File: src/hw/lpsc_pkg.sv
package lpsc_pkg;
  localparam logic [7:0] ADDR_CONFIG = 8'h0d;
  localparam logic [7:0] ADDR_ANALOG_CONTROL = 8'h0f;
  localparam logic [7:0] ADDR_PART_IDENTITY = 8'h12;
  localparam logic [7:0] ADDR_DEVICE_STATUS = 8'h13;
  localparam logic [7:0] ADDR_LIGHT0_LOW = 8'h14;
  localparam logic [7:0] ADDR_LIGHT0_HIGH = 8'h15;
  localparam logic [7:0] ADDR_LIGHT1_LOW = 8'h16;
  localparam logic [7:0] ADDR_LIGHT1_HIGH = 8'h17;
  localparam logic [7:0] ADDR_PROX_LOW = 8'h18;
  localparam logic [7:0] ADDR_PROX_HIGH = 8'h19;

  localparam int CTRL_DRIVE_LSB = 6;
  localparam int CTRL_DIODE_LSB = 4;
  localparam int CTRL_PROX_GAIN_SELECT_LSB = 2;
  localparam int CTRL_LIGHT_GAIN_SELECT_LSB = 0;
  localparam int CFG_REDUCED_DRIVE_BIT = 0;

  localparam int STAT_PROX_SAT_BIT = 6;
  localparam int STAT_PROX_IRQ_BIT = 5;
  localparam int STAT_LIGHT_IRQ_BIT = 4;
  localparam int STAT_PROX_VALID_BIT = 1;
  localparam int STAT_LIGHT_VALID_BIT = 0;

  localparam logic [7:0] CONTROL_RESET = 8'h00;
  localparam logic [7:0] BYTE_RESET = 8'h00;
  localparam logic [7:0] UNMAPPED_READ = 8'h00;
  localparam logic [1:0] DIODE_CH1 = 2'h2;

  // LED current in 0.1 mA units, normal then reduced column
  localparam logic [10:0] DRIVE_NORMAL_0 = 11'h3e8;
  localparam logic [10:0] DRIVE_NORMAL_1 = 11'h1f4;
  localparam logic [10:0] DRIVE_NORMAL_2 = 11'h0fa;
  localparam logic [10:0] DRIVE_NORMAL_3 = 11'h07d;
  localparam logic [10:0] DRIVE_REDUCED_0 = 11'h06f;
  localparam logic [10:0] DRIVE_REDUCED_1 = 11'h038;
  localparam logic [10:0] DRIVE_REDUCED_2 = 11'h01c;
  localparam logic [10:0] DRIVE_REDUCED_3 = 11'h00e;

  localparam logic [3:0] PROX_GAIN_SELECT_X1 = 4'h1;
  localparam logic [3:0] PROX_GAIN_SELECT_X2 = 4'h2;
  localparam logic [3:0] PROX_GAIN_SELECT_X4 = 4'h4;
  localparam logic [3:0] PROX_GAIN_SELECT_X8 = 4'h8;
  localparam logic [6:0] LIGHT_GAIN_SELECT_X1 = 7'h01;
  localparam logic [6:0] LIGHT_GAIN_SELECT_X8 = 7'h08;
  localparam logic [6:0] LIGHT_GAIN_SELECT_X16 = 7'h10;
  localparam logic [6:0] LIGHT_GAIN_SELECT_X120 = 7'h78;

  // Arbitrary neutral identity value
  localparam logic [7:0] PART_IDENTITY_DEFAULT = 8'h5a;
endpackage : lpsc_pkg

File: src/hw/lpsc_regs.sv
`timescale 1ns/1ps
`default_nettype none
module lpsc_regs #(
  parameter logic [7:0] PART_IDENTITY = lpsc_pkg::PART_IDENTITY_DEFAULT
) (
  input wire logic core_clk,
  input wire logic resetn,
  input wire logic [7:0] reg_addr,
  input wire logic reg_wr_en,
  input wire logic [7:0] reg_wr_data,
  input wire logic reg_rd_en,
  output logic [7:0] reg_rd_data,
  output logic reg_rd_valid,
  input wire logic [15:0] light0_result,
  input wire logic [15:0] light1_result,
  input wire logic [15:0] prox_result,
  input wire logic light0_done,
  input wire logic light1_done,
  input wire logic prox_done,
  input wire logic light_valid_clear,
  input wire logic prox_valid_clear,
  input wire logic prox_saturated,
  input wire logic prox_irq,
  input wire logic light_irq,
  output logic [1:0] led_drive_select,
  output logic [1:0] prox_diode_select,
  output logic [1:0] prox_gain_select,
  output logic [1:0] light_gain_select,
  output logic reduced_drive_bit,
  output logic [10:0] led_current_tenth_ma,
  output logic [3:0] prox_gain_mult,
  output logic [6:0] light_gain_mult,
  output logic prox_diode_legal
);

  function automatic logic [10:0] drive_current(input logic [1:0] code, input logic reduced);
    logic [10:0] val;
    val = lpsc_pkg::DRIVE_NORMAL_0;
    case ({reduced, code})
      3'h0: val = lpsc_pkg::DRIVE_NORMAL_0;
      3'h1: val = lpsc_pkg::DRIVE_NORMAL_1;
      3'h2: val = lpsc_pkg::DRIVE_NORMAL_2;
      3'h3: val = lpsc_pkg::DRIVE_NORMAL_3;
      3'h4: val = lpsc_pkg::DRIVE_REDUCED_0;
      3'h5: val = lpsc_pkg::DRIVE_REDUCED_1;
      3'h6: val = lpsc_pkg::DRIVE_REDUCED_2;
      default: val = lpsc_pkg::DRIVE_REDUCED_3;
    endcase
    return val;
  endfunction

  function automatic logic [3:0] prox_gain(input logic [1:0] code);
    logic [3:0] val;
    val = lpsc_pkg::PROX_GAIN_SELECT_X1;
    case (code)
      2'h0: val = lpsc_pkg::PROX_GAIN_SELECT_X1;
      2'h1: val = lpsc_pkg::PROX_GAIN_SELECT_X2;
      2'h2: val = lpsc_pkg::PROX_GAIN_SELECT_X4;
      default: val = lpsc_pkg::PROX_GAIN_SELECT_X8;
    endcase
    return val;
  endfunction

  function automatic logic [6:0] light_gain(input logic [1:0] code);
    logic [6:0] val;
    val = lpsc_pkg::LIGHT_GAIN_SELECT_X1;
    case (code)
      2'h0: val = lpsc_pkg::LIGHT_GAIN_SELECT_X1;
      2'h1: val = lpsc_pkg::LIGHT_GAIN_SELECT_X8;
      2'h2: val = lpsc_pkg::LIGHT_GAIN_SELECT_X16;
      default: val = lpsc_pkg::LIGHT_GAIN_SELECT_X120;
    endcase
    return val;
  endfunction

  logic rst_meta_q, rst_meta_d;
  logic rst_sync_q, rst_sync_d;
  // Internal reset asserts at once and releases two edges after resetn
  wire logic rst_n = rst_sync_q;

  always_comb begin
    rst_meta_d = 1'b1;
    rst_sync_d = rst_meta_q;
  end

  always_ff @(posedge core_clk or negedge resetn) begin
    if (!resetn) begin
      rst_meta_q <= 1'b0;
      rst_sync_q <= 1'b0;
    end else begin
      rst_meta_q <= rst_meta_d;
      rst_sync_q <= rst_sync_d;
    end
  end

  logic [7:0] control_q, control_d;
  logic config_q, config_d;
  logic prox_valid_q, prox_valid_d;
  logic light0_seen_q, light0_seen_d;
  logic light1_seen_q, light1_seen_d;
  logic light_valid_q, light_valid_d;
  logic [7:0] shadow0_q, shadow0_d;
  logic [7:0] shadow1_q, shadow1_d;
  logic [7:0] shadowp_q, shadowp_d;
  logic [7:0] rd_data_q, rd_data_d;
  logic rd_valid_q, rd_valid_d;
  logic [10:0] current_q, current_d;
  logic [3:0] prox_gain_select_q, prox_gain_select_d;
  logic [6:0] light_gain_select_q, light_gain_select_d;
  logic [7:0] status_byte;

  always_comb begin
    status_byte = 8'h00;
    status_byte[lpsc_pkg::STAT_PROX_SAT_BIT] = prox_saturated;
    status_byte[lpsc_pkg::STAT_PROX_IRQ_BIT] = prox_irq;
    status_byte[lpsc_pkg::STAT_LIGHT_IRQ_BIT] = light_irq;
    status_byte[lpsc_pkg::STAT_PROX_VALID_BIT] = prox_valid_q;
    status_byte[lpsc_pkg::STAT_LIGHT_VALID_BIT] = light_valid_q;
  end

  always_comb begin
    control_d = control_q;
    config_d = config_q;
    if (reg_wr_en) begin
      if (reg_addr == lpsc_pkg::ADDR_ANALOG_CONTROL) begin
        control_d = reg_wr_data;
      end else if (reg_addr == lpsc_pkg::ADDR_CONFIG) begin
        config_d = reg_wr_data[lpsc_pkg::CFG_REDUCED_DRIVE_BIT];
      end
    end
    // Identity, status and results ignore writes
  end

  // Decoded from the next control value so it lands with the write
  always_comb begin
    current_d = drive_current(control_d[lpsc_pkg::CTRL_DRIVE_LSB +: 2], config_d);
    prox_gain_select_d = prox_gain(control_d[lpsc_pkg::CTRL_PROX_GAIN_SELECT_LSB +: 2]);
    light_gain_select_d = light_gain(control_d[lpsc_pkg::CTRL_LIGHT_GAIN_SELECT_LSB +: 2]);
  end

  always_comb begin
    // Set wins over clear on prox valid; on light valid only when both channels finish in the clear cycle
    prox_valid_d = prox_valid_q;
    if (prox_valid_clear) begin
      prox_valid_d = 1'b0;
    end
    if (prox_done) begin
      prox_valid_d = 1'b1;
    end
  end

  always_comb begin
    // Channels may finish in either order; both must be seen
    light0_seen_d = light0_seen_q | light0_done;
    light1_seen_d = light1_seen_q | light1_done;
    light_valid_d = light_valid_q;
    if (light_valid_clear) begin
      light_valid_d = 1'b0;
      light0_seen_d = light0_done;
      light1_seen_d = light1_done;
    end
    if (light0_seen_d && light1_seen_d) begin
      light_valid_d = 1'b1;
      light0_seen_d = 1'b0;
      light1_seen_d = 1'b0;
    end
  end

  always_comb begin
    shadow0_d = shadow0_q;
    shadow1_d = shadow1_q;
    shadowp_d = shadowp_q;
    rd_data_d = rd_data_q;
    rd_valid_d = reg_rd_en;
    if (reg_rd_en) begin
      if (reg_addr == lpsc_pkg::ADDR_ANALOG_CONTROL) begin
        rd_data_d = control_q;
      end else if (reg_addr == lpsc_pkg::ADDR_CONFIG) begin
        rd_data_d = {7'h00, config_q};
      end else if (reg_addr == lpsc_pkg::ADDR_PART_IDENTITY) begin
        rd_data_d = PART_IDENTITY;
      end else if (reg_addr == lpsc_pkg::ADDR_DEVICE_STATUS) begin
        rd_data_d = status_byte;
      end else if (reg_addr == lpsc_pkg::ADDR_LIGHT0_LOW) begin
        rd_data_d = light0_result[7:0];
        shadow0_d = light0_result[15:8];
      end else if (reg_addr == lpsc_pkg::ADDR_LIGHT0_HIGH) begin
        rd_data_d = shadow0_q;
      end else if (reg_addr == lpsc_pkg::ADDR_LIGHT1_LOW) begin
        rd_data_d = light1_result[7:0];
        shadow1_d = light1_result[15:8];
      end else if (reg_addr == lpsc_pkg::ADDR_LIGHT1_HIGH) begin
        rd_data_d = shadow1_q;
      end else if (reg_addr == lpsc_pkg::ADDR_PROX_LOW) begin
        rd_data_d = prox_result[7:0];
        shadowp_d = prox_result[15:8];
      end else if (reg_addr == lpsc_pkg::ADDR_PROX_HIGH) begin
        rd_data_d = shadowp_q;
      end else begin
        rd_data_d = lpsc_pkg::UNMAPPED_READ;
      end
    end
  end

  always_ff @(posedge core_clk or negedge rst_n) begin
    if (!rst_n) begin
      control_q <= lpsc_pkg::CONTROL_RESET;
      config_q <= 1'b0;
    end else begin
      control_q <= control_d;
      config_q <= config_d;
    end
  end

  always_ff @(posedge core_clk or negedge rst_n) begin
    if (!rst_n) begin
      current_q <= lpsc_pkg::DRIVE_NORMAL_0;
      prox_gain_select_q <= lpsc_pkg::PROX_GAIN_SELECT_X1;
      light_gain_select_q <= lpsc_pkg::LIGHT_GAIN_SELECT_X1;
    end else begin
      current_q <= current_d;
      prox_gain_select_q <= prox_gain_select_d;
      light_gain_select_q <= light_gain_select_d;
    end
  end

  always_ff @(posedge core_clk or negedge rst_n) begin
    if (!rst_n) begin
      prox_valid_q <= 1'b0;
    end else begin
      prox_valid_q <= prox_valid_d;
    end
  end

  always_ff @(posedge core_clk or negedge rst_n) begin
    if (!rst_n) begin
      light0_seen_q <= 1'b0;
      light1_seen_q <= 1'b0;
      light_valid_q <= 1'b0;
    end else begin
      light0_seen_q <= light0_seen_d;
      light1_seen_q <= light1_seen_d;
      light_valid_q <= light_valid_d;
    end
  end

  // Shadows keep the high byte of the sample whose low byte went out
  always_ff @(posedge core_clk or negedge rst_n) begin
    if (!rst_n) begin
      shadow0_q <= lpsc_pkg::BYTE_RESET;
      shadow1_q <= lpsc_pkg::BYTE_RESET;
      shadowp_q <= lpsc_pkg::BYTE_RESET;
      rd_data_q <= lpsc_pkg::BYTE_RESET;
      rd_valid_q <= 1'b0;
    end else begin
      shadow0_q <= shadow0_d;
      shadow1_q <= shadow1_d;
      shadowp_q <= shadowp_d;
      rd_data_q <= rd_data_d;
      rd_valid_q <= rd_valid_d;
    end
  end

  assign reg_rd_data = rd_data_q;
  assign reg_rd_valid = rd_valid_q;
  assign led_drive_select = control_q[lpsc_pkg::CTRL_DRIVE_LSB +: 2];
  assign prox_diode_select = control_q[lpsc_pkg::CTRL_DIODE_LSB +: 2];
  assign prox_gain_select = control_q[lpsc_pkg::CTRL_PROX_GAIN_SELECT_LSB +: 2];
  assign light_gain_select = control_q[lpsc_pkg::CTRL_LIGHT_GAIN_SELECT_LSB +: 2];
  assign reduced_drive_bit = config_q;
  assign led_current_tenth_ma = current_q;
  assign prox_gain_mult = prox_gain_select_q;
  assign light_gain_mult = light_gain_select_q;
  // High only while the diode field holds the legal DIODE_CH1 code
  assign prox_diode_legal = (control_q[lpsc_pkg::CTRL_DIODE_LSB +: 2] == lpsc_pkg::DIODE_CH1);

endmodule : lpsc_regs
`default_nettype wire

File: config.mk
export PLATFORM = sky130hd
export DESIGN_NAME = lpsc_regs
export DESIGN_NICKNAME = d
export VERILOG_FILES = /design/src/hw/lpsc_pkg.sv /design/src/hw/lpsc_regs.sv
export SDC_FILE = /design/constraint.sdc
export NUM_CORES = 1
export LEC_CHECK = 0
export BUFFER_PORTS_ARGS = -buffer_cell sky130_fd_sc_hd__buf_2
export CAP_MARGIN = 20
export CORE_ASPECT_RATIO = 0.5
export CORE_MARGIN = 4
export CORE_UTILIZATION = 45
export DETAILED_ROUTE_END_ITERATION = 8
export GPL_TIMING_DRIVEN = 0
export PLACE_DENSITY = 0.74
export SLEW_MARGIN = 20
export SYNTH_ARGS = -nofsm -noshare
export SYNTH_HDL_FRONTEND = slang
export SYNTH_SLANG_ARGS = --single-unit
File: constraint.sdc
create_clock -name core_clk -period 2.1 [get_ports core_clk]
set_clock_uncertainty 0.1 [all_clocks]
set_input_delay 0.105 -clock core_clk [delete_from_list [all_inputs] [get_ports core_clk]]
set_output_delay 0.105 -clock core_clk [all_outputs]
set_load 0.01 [all_outputs]
==> impl.org <==
** Floorplanning
- After floorplanning, the core was sized to cover roughly 7300 sq um.
- Starting utilization of the core area :: 46.4%
- The die covers 9090 sq um.
- From bottom edge to top edge, the die measures 69.5 microns.
- Number of placement rows :: 22
- Horizontal extent of the die :: 131 microns
- I/O pin count :: around 120

** Finish
- Layout filler cell count :: 574
- Summing all flip-flop and latch instances after layout gives 1640 sq um.
- Compared with the post-synthesis result, the final layout area differs by 42.7%.
- The post-route netlist has 38.5% of its cells at a drive strength greater than 1.
- Once layout is done, the placed cells without fillers occupy 4850 sq um.
- Layout Nets :: between 500 and 600
- The multi-input combinational cells in the finished layout cover a total of 1640 sq um.
- Core utilization of the finished layout :: 66.3%
- Leaving out fill and tap cells, the most frequent cell in the layout is sky130_fd_sc_hd__buf_2.
- The top cell types in the final layout, fill and taps aside, are sky130_fd_sc_hd__buf_2 (117), sky130_fd_sc_hd__dfrtp_1 (56), sky130_fd_sc_hd__dlygate4sd3_1 (44).
- The number of antenna diodes in the final layout is 0.

** Routing
- Number of DRC violations after detailed-routing iteration 0 :: 152
- After detailed routing, the number of remaining DRC violations is 0.
- Average routed wire per standard cell :: 16.8 microns
- The routed layout has about 3200 vias.
- Dividing the detail-routed via count by the number of cells gives 5.37.
- Routed WL :: 9.88 mm
- The pre-antenna-repair detailed-routing pass consisted of 5 iterations.
- Count of antenna-violating nets left after detailed routing :: 0

** Global routing
- The first global-routing pass estimated 15.4 mm of wire.
- Antenna violations before repair :: 0
- The number of global-route vias before repair is 3134.
- For this run the aggregate overflow at the end of global routing stands at 0.
- Entering global routing, the biggest net connects 34 pins.
- GRT Total Usage :: 22.2%

** Clock tree
- Clock sink count :: 65
- At the later pin of the worst-skew pair, clock insertion delay measures ~0.33 ns.
- Cell at the root of the clock tree :: sky130_fd_sc_hd__clkbuf_16
- The H-tree was split into 3 levels.
- Max Root-Sink Buffers :: 2
- In this run the post-CTS setup repair buffer count came out at 0.
- Clock slew at reported path FFs :: 0.05 ns
- Clock tree synthesis inserted a total of 9 buffers.
- TritonCTS built the clock tree.

** STA
- Transition time at the pin with the least slew margin :: 0.561 ns
- Final worst path period need :: 1.85 ns
- Setup repair after global routing left no endpoint under its margin.
- The final-report hold violation count is 0.
- After layout, the worst path uses 88.1% of the clock period.
- Final Hold Slack :: around 0.055 ns
- Maximum frequency from static timing analysis :: 541 MHz
- Setup TNS :: 0 ns
- In this run the tightest slew margin relative to its limit is 62.3%.
- Max-slew violation count :: 0
- Setup violations remaining at the end of the flow were counted as 0.

** Yosys
- Counting every instance in the synthesized netlist gives 320.
- Counting flops with an async set or reset pin after synthesis yields a share of 100%.
- The mapped netlist covers 3400 sq um.
- Yosys warnings :: 0
- In the synthesized netlist the dominant register cell turns out to be sky130_fd_sc_hd__dfrtp_1.
- Average cell area after synthesis :: 10.6 sq um
- Summed over its instances, the top area cell type makes up between 40% and 50% of the synthesized netlist area.
- In this run, synthesis inferred 0 flip-flops with an integrated enable.
- Top area cells in the synthesized netlist :: sky130_fd_sc_hd__dfrtp_1 (42%), sky130_fd_sc_hd__mux2_2 (10%), sky130_fd_sc_hd__dfstp_2 (6.2%)
- Summed over all instances, the cell type with the most area after synthesis is sky130_fd_sc_hd__dfrtp_1.
- The number of different library cells used by synthesis comes to 55.
- Total of flip-flops plus latches after synthesis :: 65
- Sequential elements use between 40% and 50% of the synthesized area.

** Hold path
- Path category of the worst min-delay check :: input port to register

** Pwr
- Power per cell area :: 659 nW/um^2
- Lkg Pwr :: 2.36 nW
- VDD IR max :: 0.400 mV
- Final Power :: 3.20 mW

** Worst setup path
- STA classifies the critical path endpoint as a register.
- Critical Path Start Type :: input port
- Master of the slowest instance on the critical path :: sky130_fd_sc_hd__mux2_2
- Highest fanout seen on the critical path :: 10
- The critical path is of the input port to register type.
- The largest single stage delay on the critical path is 0.40 ns.
- Cell-by-cell trace of the critical path :: buf_2, buf_2, and4b_1, nand3_1, nor2_1, mux2_2, inv_1, ha_1, o21bai_1
- In this design, the critical path's most frequently occurring cell is sky130_fd_sc_hd__buf_2.
- Worst Path Arrival :: 1.96 ns
- Data on the critical path is required at its endpoint by 2.21 ns.

** Flow run
- Max-cap violations in this run came to 0.

** Run status
- The flow ran to the end, and the final reports show no timing, DRC or antenna violations.

** Placed design
- Buffers placed on the I/O ports in this run total 112.
- The HPWL after detailed placement is 6.97 mm.
- DP Area :: around 4000 sq um
- Routability cong. :: 0.922
## power breakdown
group | leakage, nW | total, mW | internal, mW | switching (mW)
registers | 0.849 | 1.38 | 1.33 | 0.0485
logic | 1.39 | 0.460 | 0.240 | 0.219
clock network | 0.129 | 1.36 | 0.830 | 0.529
## layer usage
metal,share of wire (%),global-route usage (%)
met1,41,27.5
met2,50,36.3
met3,6.2,6.77
met4,3.0,8.44
met5,0,0
## stage by stage
step | setup slack, ns | instances
2_1_floorplan | 0.0701 | 322
3_3_place_gp | -0.649 | 530
3_5_place_dp | -0.0686 | 531
4_1_cts | 0.0660 | 592
5_1_grt | 0.0810 | 590
6_report | 0.250 | 590
## layout make-up
| type | instances | area share (%) |
|---|---|---|
| clock buffers | 12 | 5.08 |
| multi-input cells | 226 | 33.9 |
| inverters | 6 | 0.464 |
| clock inverters | 4 | 0.593 |
| repair buffers | 158 | 21.3 |
| well taps | 96 | 2.48 |
| flip-flops and latches | 65 | 33.8 |
| plain buffers | 23 | 2.40 |
## critical path: cells and delay by family
kind,cells,cell delay (ns)
adder cells (fa/ha/maj),1,0.23
AO/OA/AOI/OAI,1,0.15
multiplexers,1,0.40
buffers and inverters,3,0.40
AND/OR/NAND/NOR,3,0.68
## worst paths after layout
| path | slack [ns] | cells after the start | from | endpoint |
|---|---|---|---|---|
| worst max-delay path | 0.25 | 9 | reg_addr[3] | led_current_tenth_ma[2] |
| worst min-delay path | 0.06 | 3 | reg_wr_en | led_current_tenth_ma[0] |
| worst max register to register | 0.40 | 5 | reduced_drive_bit | led_current_tenth_ma[2] |
| worst min register to register | 0.17 | 0 | rst_n | prox_gain_mult[3] |
| max in group asynchronous | 1.14 | 1 | rst_n | led_current_tenth_ma[5] |
| min in group asynchronous | 0.17 | 0 | rst_n | prox_gain_mult[3] |
## flip-flops by register name, summed over array words and instances, names as in the netlist
register	count
rst_n	1
shadow0_q	8
shadowp_q	8
light_gain_mult	3
reduced_drive_bit	1
reg_rd_data	8
light_valid_q	1
light0_seen_q	1
prox_gain_mult	4
rst_meta_q	1
control_q	8
reg_rd_valid	1
prox_valid_q	1
light1_seen_q	1
led_current_tenth_ma	10
shadow1_q	8
## synth_stat cells, types with 6 or more instances
cell type	number
sky130_fd_sc_hd__dfrtp_1	57
sky130_fd_sc_hd__mux2_2	31
sky130_fd_sc_hd__nand2_1	25
sky130_fd_sc_hd__nor2_1	21
sky130_fd_sc_hd__a21oi_1	19
sky130_fd_sc_hd__clkbuf_1	13
sky130_fd_sc_hd__o21ai_0	11
sky130_fd_sc_hd__dfstp_2	8
sky130_fd_sc_hd__mux2_1	8
sky130_fd_sc_hd__a22oi_1	7
sky130_fd_sc_hd__mux2i_1	7
sky130_fd_sc_hd__buf_4	6
sky130_fd_sc_hd__inv_1	6
sky130_fd_sc_hd__o22ai_1	6
## cells by family after synthesis
kind of cell	Yosys count	share of synthesized area (%)
adders and majority gates	1	0.368
other	2	0.221
and+or+nand+nor	94	16.2
AOI/OAI and AO/OA	79	15.3
buffers and inverters	31	4.27
muxes	46	15.0
xor gates and xnor gates	2	0.515
DFF	65	48.1
## timing repair
item	CTS	global route
hold endpoints to repair	45	1
hold buffers	45	1
resized for setup	0	6
setup endpoints to repair	0	4
No activity file was read; power rests on OpenSTA's default activity.
